<file path="config.mk">
export PLATFORM = sky130hd
export DESIGN_NAME = uotg_regs
export DESIGN_NICKNAME = d
export VERILOG_FILES = /design/src/hdl/uotg_pkg.sv /design/src/hdl/uotg_alias_reg.sv /design/src/hdl/uotg_regs.sv
export SDC_FILE = /design/constraint.sdc
export NUM_CORES = 1
export LEC_CHECK = 0
export BUFFER_PORTS_ARGS = -buffer_cell sky130_fd_sc_hd__buf_2
export CAP_MARGIN = 30
export CORE_ASPECT_RATIO = 1.1
export CORE_UTILIZATION = 41
export CTS_CLUSTER_DIAMETER = 60
export DETAILED_ROUTE_END_ITERATION = 12
export PLACE_DENSITY = 0.73
export SLEW_MARGIN = 5
export SYNTH_ARGS = -nofsm -noshare
export SYNTH_HDL_FRONTEND = slang
export SYNTH_SLANG_ARGS = --single-unit
</file>
<file path="constraint.sdc">
create_clock -name ref_clk_i -period 4.9 [get_ports ref_clk_i]
set_input_delay 0 -clock ref_clk_i [delete_from_list [all_inputs] [get_ports ref_clk_i]]
set_output_delay 0 -clock ref_clk_i [all_outputs]
set_load 0.02 [all_outputs]
</file>
<file path="src/hdl/uotg_pkg.sv">
// Package with register map, field layouts and bus carriers of the USB OTG register slice.
package uotg_pkg;

  localparam int unsigned ADDR_W = 16;

  localparam logic [15:0] OFS_OTG_IRQ_FLAGS  = 16'h8440;
  localparam logic [15:0] OFS_OTG_IRQ_EN     = 16'h8450;
  localparam logic [15:0] OFS_OTG_LINE_STAT  = 16'h8460;
  localparam logic [15:0] OFS_OTG_PULL_CTRL  = 16'h8470;
  localparam logic [15:0] OFS_MOD_PWR_CTRL   = 16'h8480;
  localparam logic [15:0] OFS_BUS_IRQ_FLAGS  = 16'h8600;
  localparam logic [15:0] OFS_BUS_IRQ_EN     = 16'h8610;
  localparam logic [15:0] OFS_ERR_IRQ_FLAGS  = 16'h8620;
  localparam logic [15:0] OFS_ERR_IRQ_EN     = 16'h8630;
  localparam logic [15:0] OFS_XFER_STAT      = 16'h8640;
  localparam logic [15:0] OFS_MOD_CTRL       = 16'h8650;
  localparam logic [15:0] OFS_FUNC_ADDR      = 16'h8660;

  localparam logic [3:0] ALIAS_BASE = 4'h0;
  localparam logic [3:0] ALIAS_CLR  = 4'h4;
  localparam logic [3:0] ALIAS_SET  = 4'h8;
  localparam logic [3:0] ALIAS_INV  = 4'hc;

  localparam logic [15:0] RST_VALUE = 16'h0000;

  // Implemented bit masks of the low halfword.
  localparam logic [15:0] MSK_OTG_IRQ   = 16'h00fd;
  localparam logic [15:0] MSK_OTG_STAT  = 16'h00ae;
  localparam logic [15:0] MSK_OTG_PULL  = 16'h00ff;
  localparam logic [15:0] MSK_PWR_WR    = 16'h0013;
  localparam logic [15:0] MSK_BUS_IRQ   = 16'h00ff;
  localparam logic [15:0] MSK_ERR_IRQ   = 16'h00ff;
  localparam logic [15:0] MSK_CTRL_WR   = 16'h003f;
  localparam logic [15:0] MSK_ADDR      = 16'h00ff;

  localparam int unsigned BIT_USBPWR    = 0;
  localparam int unsigned BIT_ACT_PND   = 7;
  localparam int unsigned BIT_MOD_EN    = 0;
  localparam int unsigned BIT_SE0       = 6;
  localparam int unsigned BIT_J_STATE   = 7;

  typedef enum logic [1:0] {
    UOTG_OP_WRITE,
    UOTG_OP_CLEAR,
    UOTG_OP_SET,
    UOTG_OP_INVERT
  } uotg_op_t;

  typedef struct packed {
    logic        read;
    logic        write;
    logic [15:0] address;
    logic [31:0] writedata;
  } uotg_bus_req_t;

  typedef struct packed {
    logic [7:0] otg;
    logic [7:0] bus;
    logic [7:0] err;
  } uotg_events_t;

endpackage

</file>
<file path="src/hdl/uotg_alias_reg.sv">
// One 16-bit register that takes plain, clear, set and invert writes plus hardware sets.
`timescale 1ns/1ps
module uotg_alias_reg #(
  parameter logic [15:0] WR_MASK = 16'h00ff
) (
  // Clock and reset
  input  wire logic                ref_clk_i,
  input  wire logic                reset_i,
  // Software write
  input  wire logic                wr_i,
  input  wire uotg_pkg::uotg_op_t  op_i,
  input  wire logic [15:0]         data_i,
  // Hardware event sets
  input  wire logic [15:0]         hw_set_i,
  // Register value
  output logic [15:0]              value_o
);

  logic [15:0] value_q;
  logic [15:0] sw_d;
  logic [15:0] value_d;

  always_comb begin
    unique case (op_i)
      uotg_pkg::UOTG_OP_WRITE:  sw_d = data_i;
      uotg_pkg::UOTG_OP_CLEAR:  sw_d = value_q & ~data_i;
      uotg_pkg::UOTG_OP_SET:    sw_d = value_q | data_i;
      uotg_pkg::UOTG_OP_INVERT: sw_d = value_q ^ data_i;
    endcase
  end

  // A hardware set in the same cycle as a clear wins.
  assign value_d = ((wr_i ? sw_d : value_q) | hw_set_i) & WR_MASK;

  always_ff @(posedge ref_clk_i) begin
    if (reset_i) begin
      value_q <= uotg_pkg::RST_VALUE;
    end else begin
      value_q <= value_d;
    end
  end

  assign value_o = value_q;
endmodule

</file>
<file path="src/hdl/uotg_regs.sv">
// USB OTG register slice: Avalon-MM slave, alias decode, interrupts and shared pin ownership.
// Function
// - Enabled module owns both shared pins.
// - D+ on port B pin eleven, D- ten.
// - Disabled, powered module returns pins to port.
// - Clear, set, invert aliases at 4, 8, C.
// - Flag registers have only a clear alias.
// - Status registers have no aliases at all.
// - Activity, endpoint, J and SE0 reset undefined.
// - Unimplemented bits and upper halfword read zero.
`timescale 1ns/1ps
module uotg_regs (
  // Clock and reset
  input  wire logic               ref_clk_i,
  input  wire logic               reset_i,
  // Avalon-MM slave
  input  wire logic [15:0]        avs_address_i,
  input  wire logic               avs_read_i,
  input  wire logic               avs_write_i,
  input  wire logic [31:0]        avs_writedata_i,
  input  wire logic [3:0]         avs_byteenable_i,
  output logic [31:0]             avs_readdata_o,
  output logic                    avs_waitrequest_o,
  output logic [1:0]              avs_response_o,
  // Events and status from the USB engine
  input  wire uotg_pkg::uotg_events_t events_i,
  input  wire logic [7:0]         otg_line_status_i,
  input  wire logic [7:0]         transfer_status_i,
  input  wire logic               activity_pending_i,
  input  wire logic               line_j_state_i,
  input  wire logic               line_se0_i,
  // Transceiver supply sense pin
  input  wire logic               transceiver_supply_pin_i,
  // USB engine side of the shared pins
  input  wire logic               usb_dp_out_i,
  input  wire logic               usb_dm_out_i,
  input  wire logic               usb_drive_i,
  output logic                    usb_dp_in_o,
  output logic                    usb_dm_in_o,
  // Port B side of the shared pins
  input  wire logic               port_b_pin_eleven_out_i,
  input  wire logic               port_b_pin_eleven_oe_i,
  input  wire logic               port_b_pin_ten_out_i,
  input  wire logic               port_b_pin_ten_oe_i,
  output logic                    port_b_pin_eleven_in_o,
  output logic                    port_b_pin_ten_in_o,
  // Pad signals
  input  wire logic               pad_dp_i,
  input  wire logic               pad_dm_i,
  output logic                    pad_dp_o,
  output logic                    pad_dp_oe_o,
  output logic                    pad_dm_o,
  output logic                    pad_dm_oe_o,
  // Control outputs
  output logic                    module_enable_o,
  output logic [7:0]              pull_control_o,
  output logic [7:0]              function_address_o,
  output logic                    irq_o
);

  localparam int NREG = 12;

  // Synchronisers for pad and supply inputs.
  logic [2:0] sync1_q;
  logic [2:0] sync2_q;
  always_ff @(posedge ref_clk_i) begin
    if (reset_i) begin
      sync1_q <= 3'h0;
      sync2_q <= 3'h0;
    end else begin
      sync1_q <= {transceiver_supply_pin_i, pad_dp_i, pad_dm_i};
      sync2_q <= sync1_q;
    end
  end
  wire supply_ok = sync2_q[2];
  wire dp_sync   = sync2_q[1];
  wire dm_sync   = sync2_q[0];

  // Address decode.
  wire [15:0] base_addr = {avs_address_i[15:4], 4'h0};
  wire [3:0]  alias_sel = avs_address_i[3:0];
  logic [NREG-1:0] hit;
  assign hit[0]  = base_addr == uotg_pkg::OFS_OTG_IRQ_FLAGS;
  assign hit[1]  = base_addr == uotg_pkg::OFS_OTG_IRQ_EN;
  assign hit[2]  = base_addr == uotg_pkg::OFS_OTG_LINE_STAT;
  assign hit[3]  = base_addr == uotg_pkg::OFS_OTG_PULL_CTRL;
  assign hit[4]  = base_addr == uotg_pkg::OFS_MOD_PWR_CTRL;
  assign hit[5]  = base_addr == uotg_pkg::OFS_BUS_IRQ_FLAGS;
  assign hit[6]  = base_addr == uotg_pkg::OFS_BUS_IRQ_EN;
  assign hit[7]  = base_addr == uotg_pkg::OFS_ERR_IRQ_FLAGS;
  assign hit[8]  = base_addr == uotg_pkg::OFS_ERR_IRQ_EN;
  assign hit[9]  = base_addr == uotg_pkg::OFS_XFER_STAT;
  assign hit[10] = base_addr == uotg_pkg::OFS_MOD_CTRL;
  assign hit[11] = base_addr == uotg_pkg::OFS_FUNC_ADDR;

  wire is_flag   = hit[0] | hit[5] | hit[7];
  wire is_status = hit[2] | hit[9];
  wire sel_base  = alias_sel == uotg_pkg::ALIAS_BASE;
  wire sel_clr   = alias_sel == uotg_pkg::ALIAS_CLR;
  wire sel_set   = alias_sel == uotg_pkg::ALIAS_SET;
  wire sel_inv   = alias_sel == uotg_pkg::ALIAS_INV;
  wire any_hit   = |hit;
  // Flag registers decode base and clear only; status registers base only.
  wire alias_ok  = sel_base
                 | (sel_clr & ~is_status)
                 | ((sel_set | sel_inv) & ~is_flag & ~is_status);
  wire mapped    = any_hit & alias_ok;

  // Answer after one wait cycle so read data come from a register.
  logic ack_q;
  wire  req = (avs_read_i | avs_write_i) & ~ack_q;
  assign avs_waitrequest_o = (avs_read_i | avs_write_i) & ~ack_q;

  uotg_pkg::uotg_op_t op;
  assign op = sel_clr ? uotg_pkg::UOTG_OP_CLEAR :
              sel_set ? uotg_pkg::UOTG_OP_SET :
              sel_inv ? uotg_pkg::UOTG_OP_INVERT : uotg_pkg::UOTG_OP_WRITE;

  // Low halfword is written whenever byte lane 0 is enabled; with lane 1 off, bits 15:8 are written as zero.
  wire lanes_ok = avs_byteenable_i[0];
  // Writes land at the accepting edge, where waitrequest is low, and not in the wait cycle.
  // A master that is still waiting may rely on no register having changed yet.
  wire wr_ok    = ack_q & avs_write_i & mapped & lanes_ok;
  wire [15:0] wdata = {avs_byteenable_i[1] ? avs_writedata_i[15:8] : 8'h00,
                       avs_writedata_i[7:0]};

  // Plain writes to flag registers clear where a one is written.
  uotg_pkg::uotg_op_t flag_op;
  assign flag_op = uotg_pkg::UOTG_OP_CLEAR;

  logic [15:0] val [NREG];
  logic [15:0] hw_set [NREG];
  assign hw_set[0]  = {8'h00, events_i.otg};
  assign hw_set[5]  = {8'h00, events_i.bus};
  assign hw_set[7]  = {8'h00, events_i.err};
  assign hw_set[1]  = 16'h0000;
  assign hw_set[3]  = 16'h0000;
  assign hw_set[4]  = 16'h0000;
  assign hw_set[6]  = 16'h0000;
  assign hw_set[8]  = 16'h0000;
  assign hw_set[10] = 16'h0000;
  assign hw_set[11] = 16'h0000;
  assign hw_set[2]  = 16'h0000;
  assign hw_set[9]  = 16'h0000;

  localparam logic [15:0] WMASK [NREG] = '{
    uotg_pkg::MSK_OTG_IRQ, uotg_pkg::MSK_OTG_IRQ, 16'h0000, uotg_pkg::MSK_OTG_PULL,
    uotg_pkg::MSK_PWR_WR, uotg_pkg::MSK_BUS_IRQ, uotg_pkg::MSK_BUS_IRQ,
    uotg_pkg::MSK_ERR_IRQ, uotg_pkg::MSK_ERR_IRQ, 16'h0000, uotg_pkg::MSK_CTRL_WR,
    uotg_pkg::MSK_ADDR};

  genvar gi;
  generate
    for (gi = 0; gi < NREG; gi++) begin : g_reg
      if (gi == 2 || gi == 9) begin : g_ro
        assign val[gi] = 16'h0000;
      end else begin : g_rw
        uotg_alias_reg #(
          .WR_MASK (WMASK[gi])
        ) u_reg (
          .ref_clk_i (ref_clk_i),
          .reset_i   (reset_i),
          .wr_i      (wr_ok & hit[gi]),
          .op_i      ((gi == 0 || gi == 5 || gi == 7) ? flag_op : op),
          .data_i    (wdata),
          .hw_set_i  (hw_set[gi]),
          .value_o   (val[gi])
        );
      end
    end
  endgenerate

  // Live status fields; their reset value follows the engine inputs.
  wire [15:0] otg_stat_rd  = {8'h00, otg_line_status_i} & uotg_pkg::MSK_OTG_STAT;
  wire [15:0] xfer_stat_rd = {8'h00, transfer_status_i};
  wire [15:0] pwr_rd  = val[4] | (16'(activity_pending_i) << uotg_pkg::BIT_ACT_PND);
  wire [15:0] ctrl_rd = val[10]
                      | (16'(line_j_state_i) << uotg_pkg::BIT_J_STATE)
                      | (16'(line_se0_i) << uotg_pkg::BIT_SE0);

  logic [15:0] rd_mux;
  always_comb begin
    rd_mux = 16'h0000;
    unique case (1'b1)
      hit[2]:  rd_mux = otg_stat_rd;
      hit[4]:  rd_mux = pwr_rd;
      hit[9]:  rd_mux = xfer_stat_rd;
      hit[10]: rd_mux = ctrl_rd;
      default: rd_mux = 16'h0000;
    endcase
    for (int i = 0; i < NREG; i++) begin
      if (hit[i] && i != 2 && i != 4 && i != 9 && i != 10) begin
        rd_mux = val[i];
      end
    end
  end

  logic [31:0] rdata_q;
  logic [1:0]  resp_q;
  always_ff @(posedge ref_clk_i) begin
    if (reset_i) begin
      ack_q   <= 1'b0;
      rdata_q <= 32'h0000_0000;
      resp_q  <= 2'h0;
    end else begin
      ack_q <= req;
      if (req) begin
        rdata_q <= (avs_read_i && mapped) ? {16'h0000, rd_mux} : 32'h0000_0000;
        resp_q  <= mapped ? 2'h0 : 2'h3;
      end
    end
  end
  assign avs_readdata_o = rdata_q;
  assign avs_response_o = resp_q;

  // Interrupt: any enabled flag.
  logic irq_q;
  wire  irq_any = |(val[0] & val[1]) | |(val[5] & val[6]) | |(val[7] & val[8]);
  always_ff @(posedge ref_clk_i) begin
    if (reset_i) begin
      irq_q <= 1'b0;
    end else begin
      irq_q <= irq_any;
    end
  end
  assign irq_o = irq_q;

  // Shared pin ownership.
  wire mod_en  = val[10][uotg_pkg::BIT_MOD_EN];
  wire port_ok = ~mod_en & supply_ok;
  assign module_enable_o     = mod_en;
  assign pull_control_o      = val[3][7:0];
  assign function_address_o  = val[11][7:0];

  assign pad_dp_o    = mod_en ? usb_dp_out_i : port_b_pin_eleven_out_i;
  assign pad_dp_oe_o = mod_en ? usb_drive_i  : (port_ok & port_b_pin_eleven_oe_i);
  assign pad_dm_o    = mod_en ? usb_dm_out_i : port_b_pin_ten_out_i;
  assign pad_dm_oe_o = mod_en ? usb_drive_i  : (port_ok & port_b_pin_ten_oe_i);
  assign usb_dp_in_o = mod_en & dp_sync;
  assign usb_dm_in_o = mod_en & dm_sync;
  assign port_b_pin_eleven_in_o = port_ok & dp_sync;
  assign port_b_pin_ten_in_o    = port_ok & dm_sync;
endmodule

</file>
== Yosys cells after proc, flatten, opt, wreduce, memory -nomap -nowiden ==
Cells that the tools add are included.
Cells by class
  eq/ne operators: 18
  reductions and logical operators: 7
  bitwise operators: 72
  shift-type cells: 0
  add/sub/neg operators: 0
  magnitude comparators: 0
  divide/modulo/power cells: 0
  multipliers: 0
  muxes and demuxes: 29
Operators by type and width (count)
  $pmux 16 s4: 8
  $eq 12x12->1 const B: 12
  $mux 16: 9
  $and 16x16->16: 7
  $or 16x16->16: 7
  $xor 16x16->16: 7
  $and 8x16->16: 3
  $reduce_or 16->1: 3
  $mux 8: 4
  $or 16x8->16: 2
  $and 1x1->1: 25
  $and 8x8->8: 3
  $or 8x8->8: 3
  $not 16->16: 1
  $or 16x7->16: 1
  $reduce_or 12->1: 1
  $or 1x1->1: 9
  $eq 4x4->1 const B: 2
  $mux 2: 4
  $eq 2x2->1 const B: 2
  $eq 4x3->1 const B: 1
  $logic_not 4->1: 1
  $mux 1: 4
  $not 1->1: 4
  other kinds (3): 3
Storage, ports and cells
  ROM bits: 0
  memories: 0
  logic and storage cells: 149
  bits of input ports: 109
  RAM bits: 0
  output and inout port bits: 61
  latch bits: 0
  register bits after elaboration: 177

== Logic depth before layout (Yosys ltp) ==
  depth after elaboration: 13
  depth in mapped cells: 9
  mapped depth without buffers: 7

== Modules after synthesis ==
Synthesis repeated with hierarchy kept, for this count alone.
Second synthesis, totals
  cell total of the unflattened synthesis: 1351
  area total of the unflattened synthesis: 11651.2 um2
Modules (own cells, without submodules)
  uotg_alias_reg (g_reg[11].g_rw.u_reg ...): cells each 94, times used 6, area each 868.3 um2, sequential area each 160.2 um2
  uotg_regs: cells each 501, times used 1, area each 3812.4 um2, sequential area each 500.5 um2
  uotg_alias_reg (g_reg[0].g_rw.u_reg ...): cells each 84, times used 2, area each 775.7 um2, sequential area each 140.1 um2
  uotg_alias_reg (g_reg[10].g_rw.u_reg): cells each 73, times used 1, area each 671.9 um2, sequential area each 120.1 um2
  uotg_alias_reg (g_reg[4].g_rw.u_reg): cells each 45, times used 1, area each 405.4 um2, sequential area each 60.1 um2

== Worst setup path before layout ==
Ideal clock, no wire load.
  kind: input port to flip-flop
  start point: input avs_address_i[11]
  end point: register g_reg[10].g_rw.u_reg.value_q[2]
  slack: 2842 ps
  arrival time: 1978 ps
  stages: 8
  cell sequence: or4b_1 -> clkbuf_1 -> or3_4 -> a21oi_4 -> nand4b_1 -> buf_6 -> a211oi_1 -> a211oi_2
On the way
  cells in the longest elaborated chain, start to end: 11
  elaborated cells between the ends (all ways): 27
Ends and longest elaborated chain
  from (decl): line uotg_regs.sv:17  | input wire logic [15:0] avs_address_i,
  $eq 12x12->1, on equally long branches: line uotg_regs.sv:83, uotg_regs.sv:88
  $or 1x1->1 (2 in a row): line uotg_regs.sv:96  | wire is_flag = hit[0] | hit[5] | hit[7];
  $not 1->1: line uotg_regs.sv:106  | | ((sel_set | sel_inv) & ~is_flag & ~is_status);
  $and 1x1->1 (2 in a row): line uotg_regs.sv:106
  $or 1x1->1: line uotg_regs.sv:106
  $and 1x1->1: line uotg_regs.sv:107  | wire mapped = any_hit & alias_ok;
  $and 1x1->1 (2 in a row): line uotg_regs.sv:123  | wire wr_ok = ack_q & avs_write_i & mapped & lanes_ok;
  $and 1x1->1 (*): line uotg_regs.sv:163  | .wr_i (wr_ok & hit[gi]),
  to (signal assigned): line uotg_alias_reg.sv:37  | value_q <= uotg_pkg::RST_VALUE;
  to (signal assigned): line uotg_alias_reg.sv:39  | value_q <= value_d;
  to (decl): line uotg_alias_reg.sv:19  | logic [15:0] value_q;
Mark *: on every way between the ends. The rest lies on a longest branch, timed or not.
A chain may end at the register's enable or synchronous reset.

== Final worst setup path ==
  start point: input avs_address_i[11]
  end point: register g_reg[10].g_rw.u_reg.value_q[5]
Same word-level chain as after synthesis.

==> flow_metrics.py <==
metrics = {
    "cts": {
        "cts_num_sinks": 88,
        "postCtsHoldBufs": 26,
        "clk_pin_slew_ns": 0.07,
        "tritoncts": "done",
        "post_cts_buffers": 0,
        "cts_buffers": 9,
        "cts-htree-levels": 3,
        "clockBufferDepth": 2,
        "clock_latency_ns": 0.36,
        "clock-root-buffer": "clkbuf_16",
        "cts-resized-gates": 0,
    },
    "routing": {
        "vias": 7810,
        "drtIter0Drc": 752,
        "dr.pass1.iters": 6,
        "routed-wl-met3_mm": 2.54,
        "routed_via_density": 6.22,
        "drtAntennaViolNets": 0,
        "m1WireLength_mm": 10.7,
        "drc": 0,
        "avgRoutedWirePerCell_um": 20.8,
        "dr_wl_met2_mm": 11.8,
        "routed_wirelength_mm": 26.2,
        "highest_layer": "met4",
    },
    "logic_synthesis": {
        "ys_ff_latch": 88,
        "yosysWarningCount": 0,
        "synth_flop_cell": "dfxtp_1",
        "synth_edf_count": 0,
        "async_flop_share_pct": 0,
        "yosysSeqAreaShare_pct": 23.6,
        "avgSynthCellArea_um2": 8.17,
        "ys_types": 77,
        "syn_area_um2": 7450,
        "synthCells": 912,
    },
    "power": {
        "p_leak_nw": 3.38,
        "powerDensity_nw_per_um2": 205,
        "ir_drop_mv": 0.163,
    },
    "floorplanning": {
        "die_h_um": 143,
        "die_x_um": 131,
        "dieArea_um2": 18700,
        "core_um2": 17700,
        "ioPinCount": 170,
        "start_util_pct": 42.0,
        "rows": 51,
    },
    "worst_setup_path": {
        "arrival_ns": 2.77,
        "startpoint_type": "input pin",
        "cp-end-kind": "flip-flop",
        "worstPathRequired_ns": 5.17,
        "path_max_fanout": 12,
        "rr_worst_depth": 4,
        "criticalPathCategory": "in2reg",
    },
    "final_layout": {
        "syn2layout_area_growth_pct": 16.1,
        "nets": 1217,
        "final_util_pct": 48.8,
        "drive_gt1_share_pct": 16.6,
        "layoutNonFillerInstCount": 1256,
        "final_cell_area_um2": 8650,
    },
    "timing": {
        "rsz0062_at_grt": "false",
        "max_slew_margin_pct": 35.8,
        "tightest_slew_ns": 0.956,
        "slew_violations": 0,
        "clock_skew_ns": 0.0103,
        "hold_viol_final": 0,
        "fmax_mhz": 399,
        "finalSetupTns_ns": 0,
        "timing.final.crit_share_pct": 51.1,
        "fin_crit_ns": 2.51,
        "setup_viol": 0,
        "fin_hold_ws_ns": 0.0712,
    },
    "run": {
        "drv_cap": 0,
    },
    "placement": {
        "io_buffers": 114,
        "hpwl_mm": 18.9,
        "gp_congestion": 1.03,
        "place_inst": 1212,
        "placed_area_um2": 8080,
    },
    "global_routing": {
        "grt_pass1_wl_mm": 39.3,
        "grt_use_total_pct": 27.8,
        "antenna_found_initial": 1,
        "gr-total-overflow": 0,
        "grt_pass1_vias": 6974,
        "grt_max_degree": 98,
    },
    "run_status": {
        "status": "finished clean",
    },
    "min_path": {
        "hp-class": "in2reg",
        "whs_path_depth": 4,
    },
}
==> state kept, by name, indices dropped and copies added (netlist names) <==
name                  flops
g.g_rw.u_reg.value_o     71
sync1_q                   3
irq_o                     1
avs_readdata_o            8
avs_response_o            1
sync2_q                   3
ack_q                     1
==> routing by layer <==
layer	up-vias	global-route usage, %
li1	3535	-
met1	3702	36.1
met2	494	44.2
met3	79	5.44
met4	0	12.9
met5	-	0
==> where the power goes <==
group	switching, mW	leakage, nW	internal [mW]
clock network	0.315	0.146	0.409
logic	0.199	2.51	0.103
registers	0.0175	0.718	0.732
total	0.531	3.38	1.24
==> worst paths after layout <==
check / startpoint / endpoint / slack, ns
setup reg to reg: ack_q$_SDFF_PP0_ / g_reg[3].g_rw.u_reg.value_o[4]$_SDFFE_PP0P_ / 2.61
hold reg to reg: sync1_q[1]$_SDFF_PP0_ / sync2_q[1]$_SDFF_PP0_ / 0.44
setup / recovery: avs_address_i[11] / g_reg[10].g_rw.u_reg.value_o[5]$_SDFFE_PP0P_ / 2.39
hold / removal: avs_writedata_i[5] / g_reg[5].g_rw.u_reg.value_o[5]$_SDFF_PP0_ / 0.07
==> final cells by class <==
class                           instances  area, um2
Antenna cell                            1       2.50
Clock buffer                           11        243
Clock inverter                          5       56.3
Fill cell                            1748       9090
Inverter                               59        221
Multi-Input combinational cell        702       5140
Sequential cell                        88       1760
Tap cell                              238        298
Timing Repair Buffer                  152        928
==> Yosys cell counts, types with 13 or more instances <==
| cell | n | area (um2) |
|---|---|---|
| a211oi_1 | 33 | 248 |
| buf_4 | 26 | 195 |
| mux2i_1 | 27 | 270 |
| a21oi_1 | 31 | 155 |
| nor2b_1 | 13 | 81.3 |
| o21ai_0 | 21 | 105 |
| a311oi_1 | 20 | 175 |
| nand2_1 | 60 | 225 |
| inv_1 | 58 | 218 |
| ha_1 | 96 | 1200 |
| a22o_1 | 56 | 490 |
| nor2_1 | 113 | 424 |
| o311ai_0 | 23 | 201 |
| clkbuf_1 | 50 | 188 |
| nor3_1 | 31 | 155 |
| dfxtp_1 | 88 | 1760 |
==> cell usage in the layout, fill, tap and decap left out, types with 6 or more instances in the layout <==
cell / synthesis / routed
a311oi_1: 20 / 20
nor2_1: 113 / 113
mux2i_1: 27 / 27
buf_4: 26 / 9
a22o_1: 56 / 56
buf_2: 4 / 114
nor2b_1: 13 / 13
nand3_1: 10 / 10
dlygate4sd3_1: 0 / 26
clkbuf_16: 0 / 9
a31oi_1: 10 / 10
o31ai_1: 6 / 6
o311ai_0: 23 / 23
nand3b_1: 7 / 7
nand2_1: 60 / 60
ha_1: 96 / 96
inv_1: 58 / 58
a22oi_1: 10 / 10
a21oi_1: 31 / 31
dfxtp_1: 88 / 88
nor3_1: 31 / 30
o21ai_0: 21 / 21
nand2b_1: 10 / 10
a211oi_1: 33 / 33
nand4_1: 8 / 8
conb_1: 1 / 24
==> cell families (layout without fill, tap and decap cells) <==
| logic type | Yosys count | count (layout) | synth area share, % |
|---|---|---|---|
| buffers and inverters | 145 | 227 | 8.78 |
| multiplexers | 30 | 30 | 4.23 |
| AND/OR/NAND/NOR | 296 | 296 | 20.7 |
| adder cells (fa/ha/maj) | 96 | 96 | 16.1 |
| XOR/XNOR | 1 | 1 | 0.118 |
| flip-flops | 88 | 88 | 23.6 |
| AO/OA/AOI/OAI | 255 | 255 | 26.4 |
| other | 1 | 25 | 0.0503 |
==> metrics by stage <==
stage          total power, mW  worst slack (ns)
2_1_floorplan            0.954              2.84
3_5_place_dp              1.04              2.11
6_report                  1.78              2.39
4_1_cts                   1.77              2.47
5_1_grt                   1.83              2.32
3_3_place_gp              1.04              2.09
==> critical path: stages <==
cell and delay, ns:
buf_2 0.13, nor4b_4 0.64, nand2_1 0.50, a21oi_4 0.56, nand4b_1 0.57, a211oi_1 0.12, a211oi_2 0.25
Note: power is estimated with default switching activity, not from simulation.
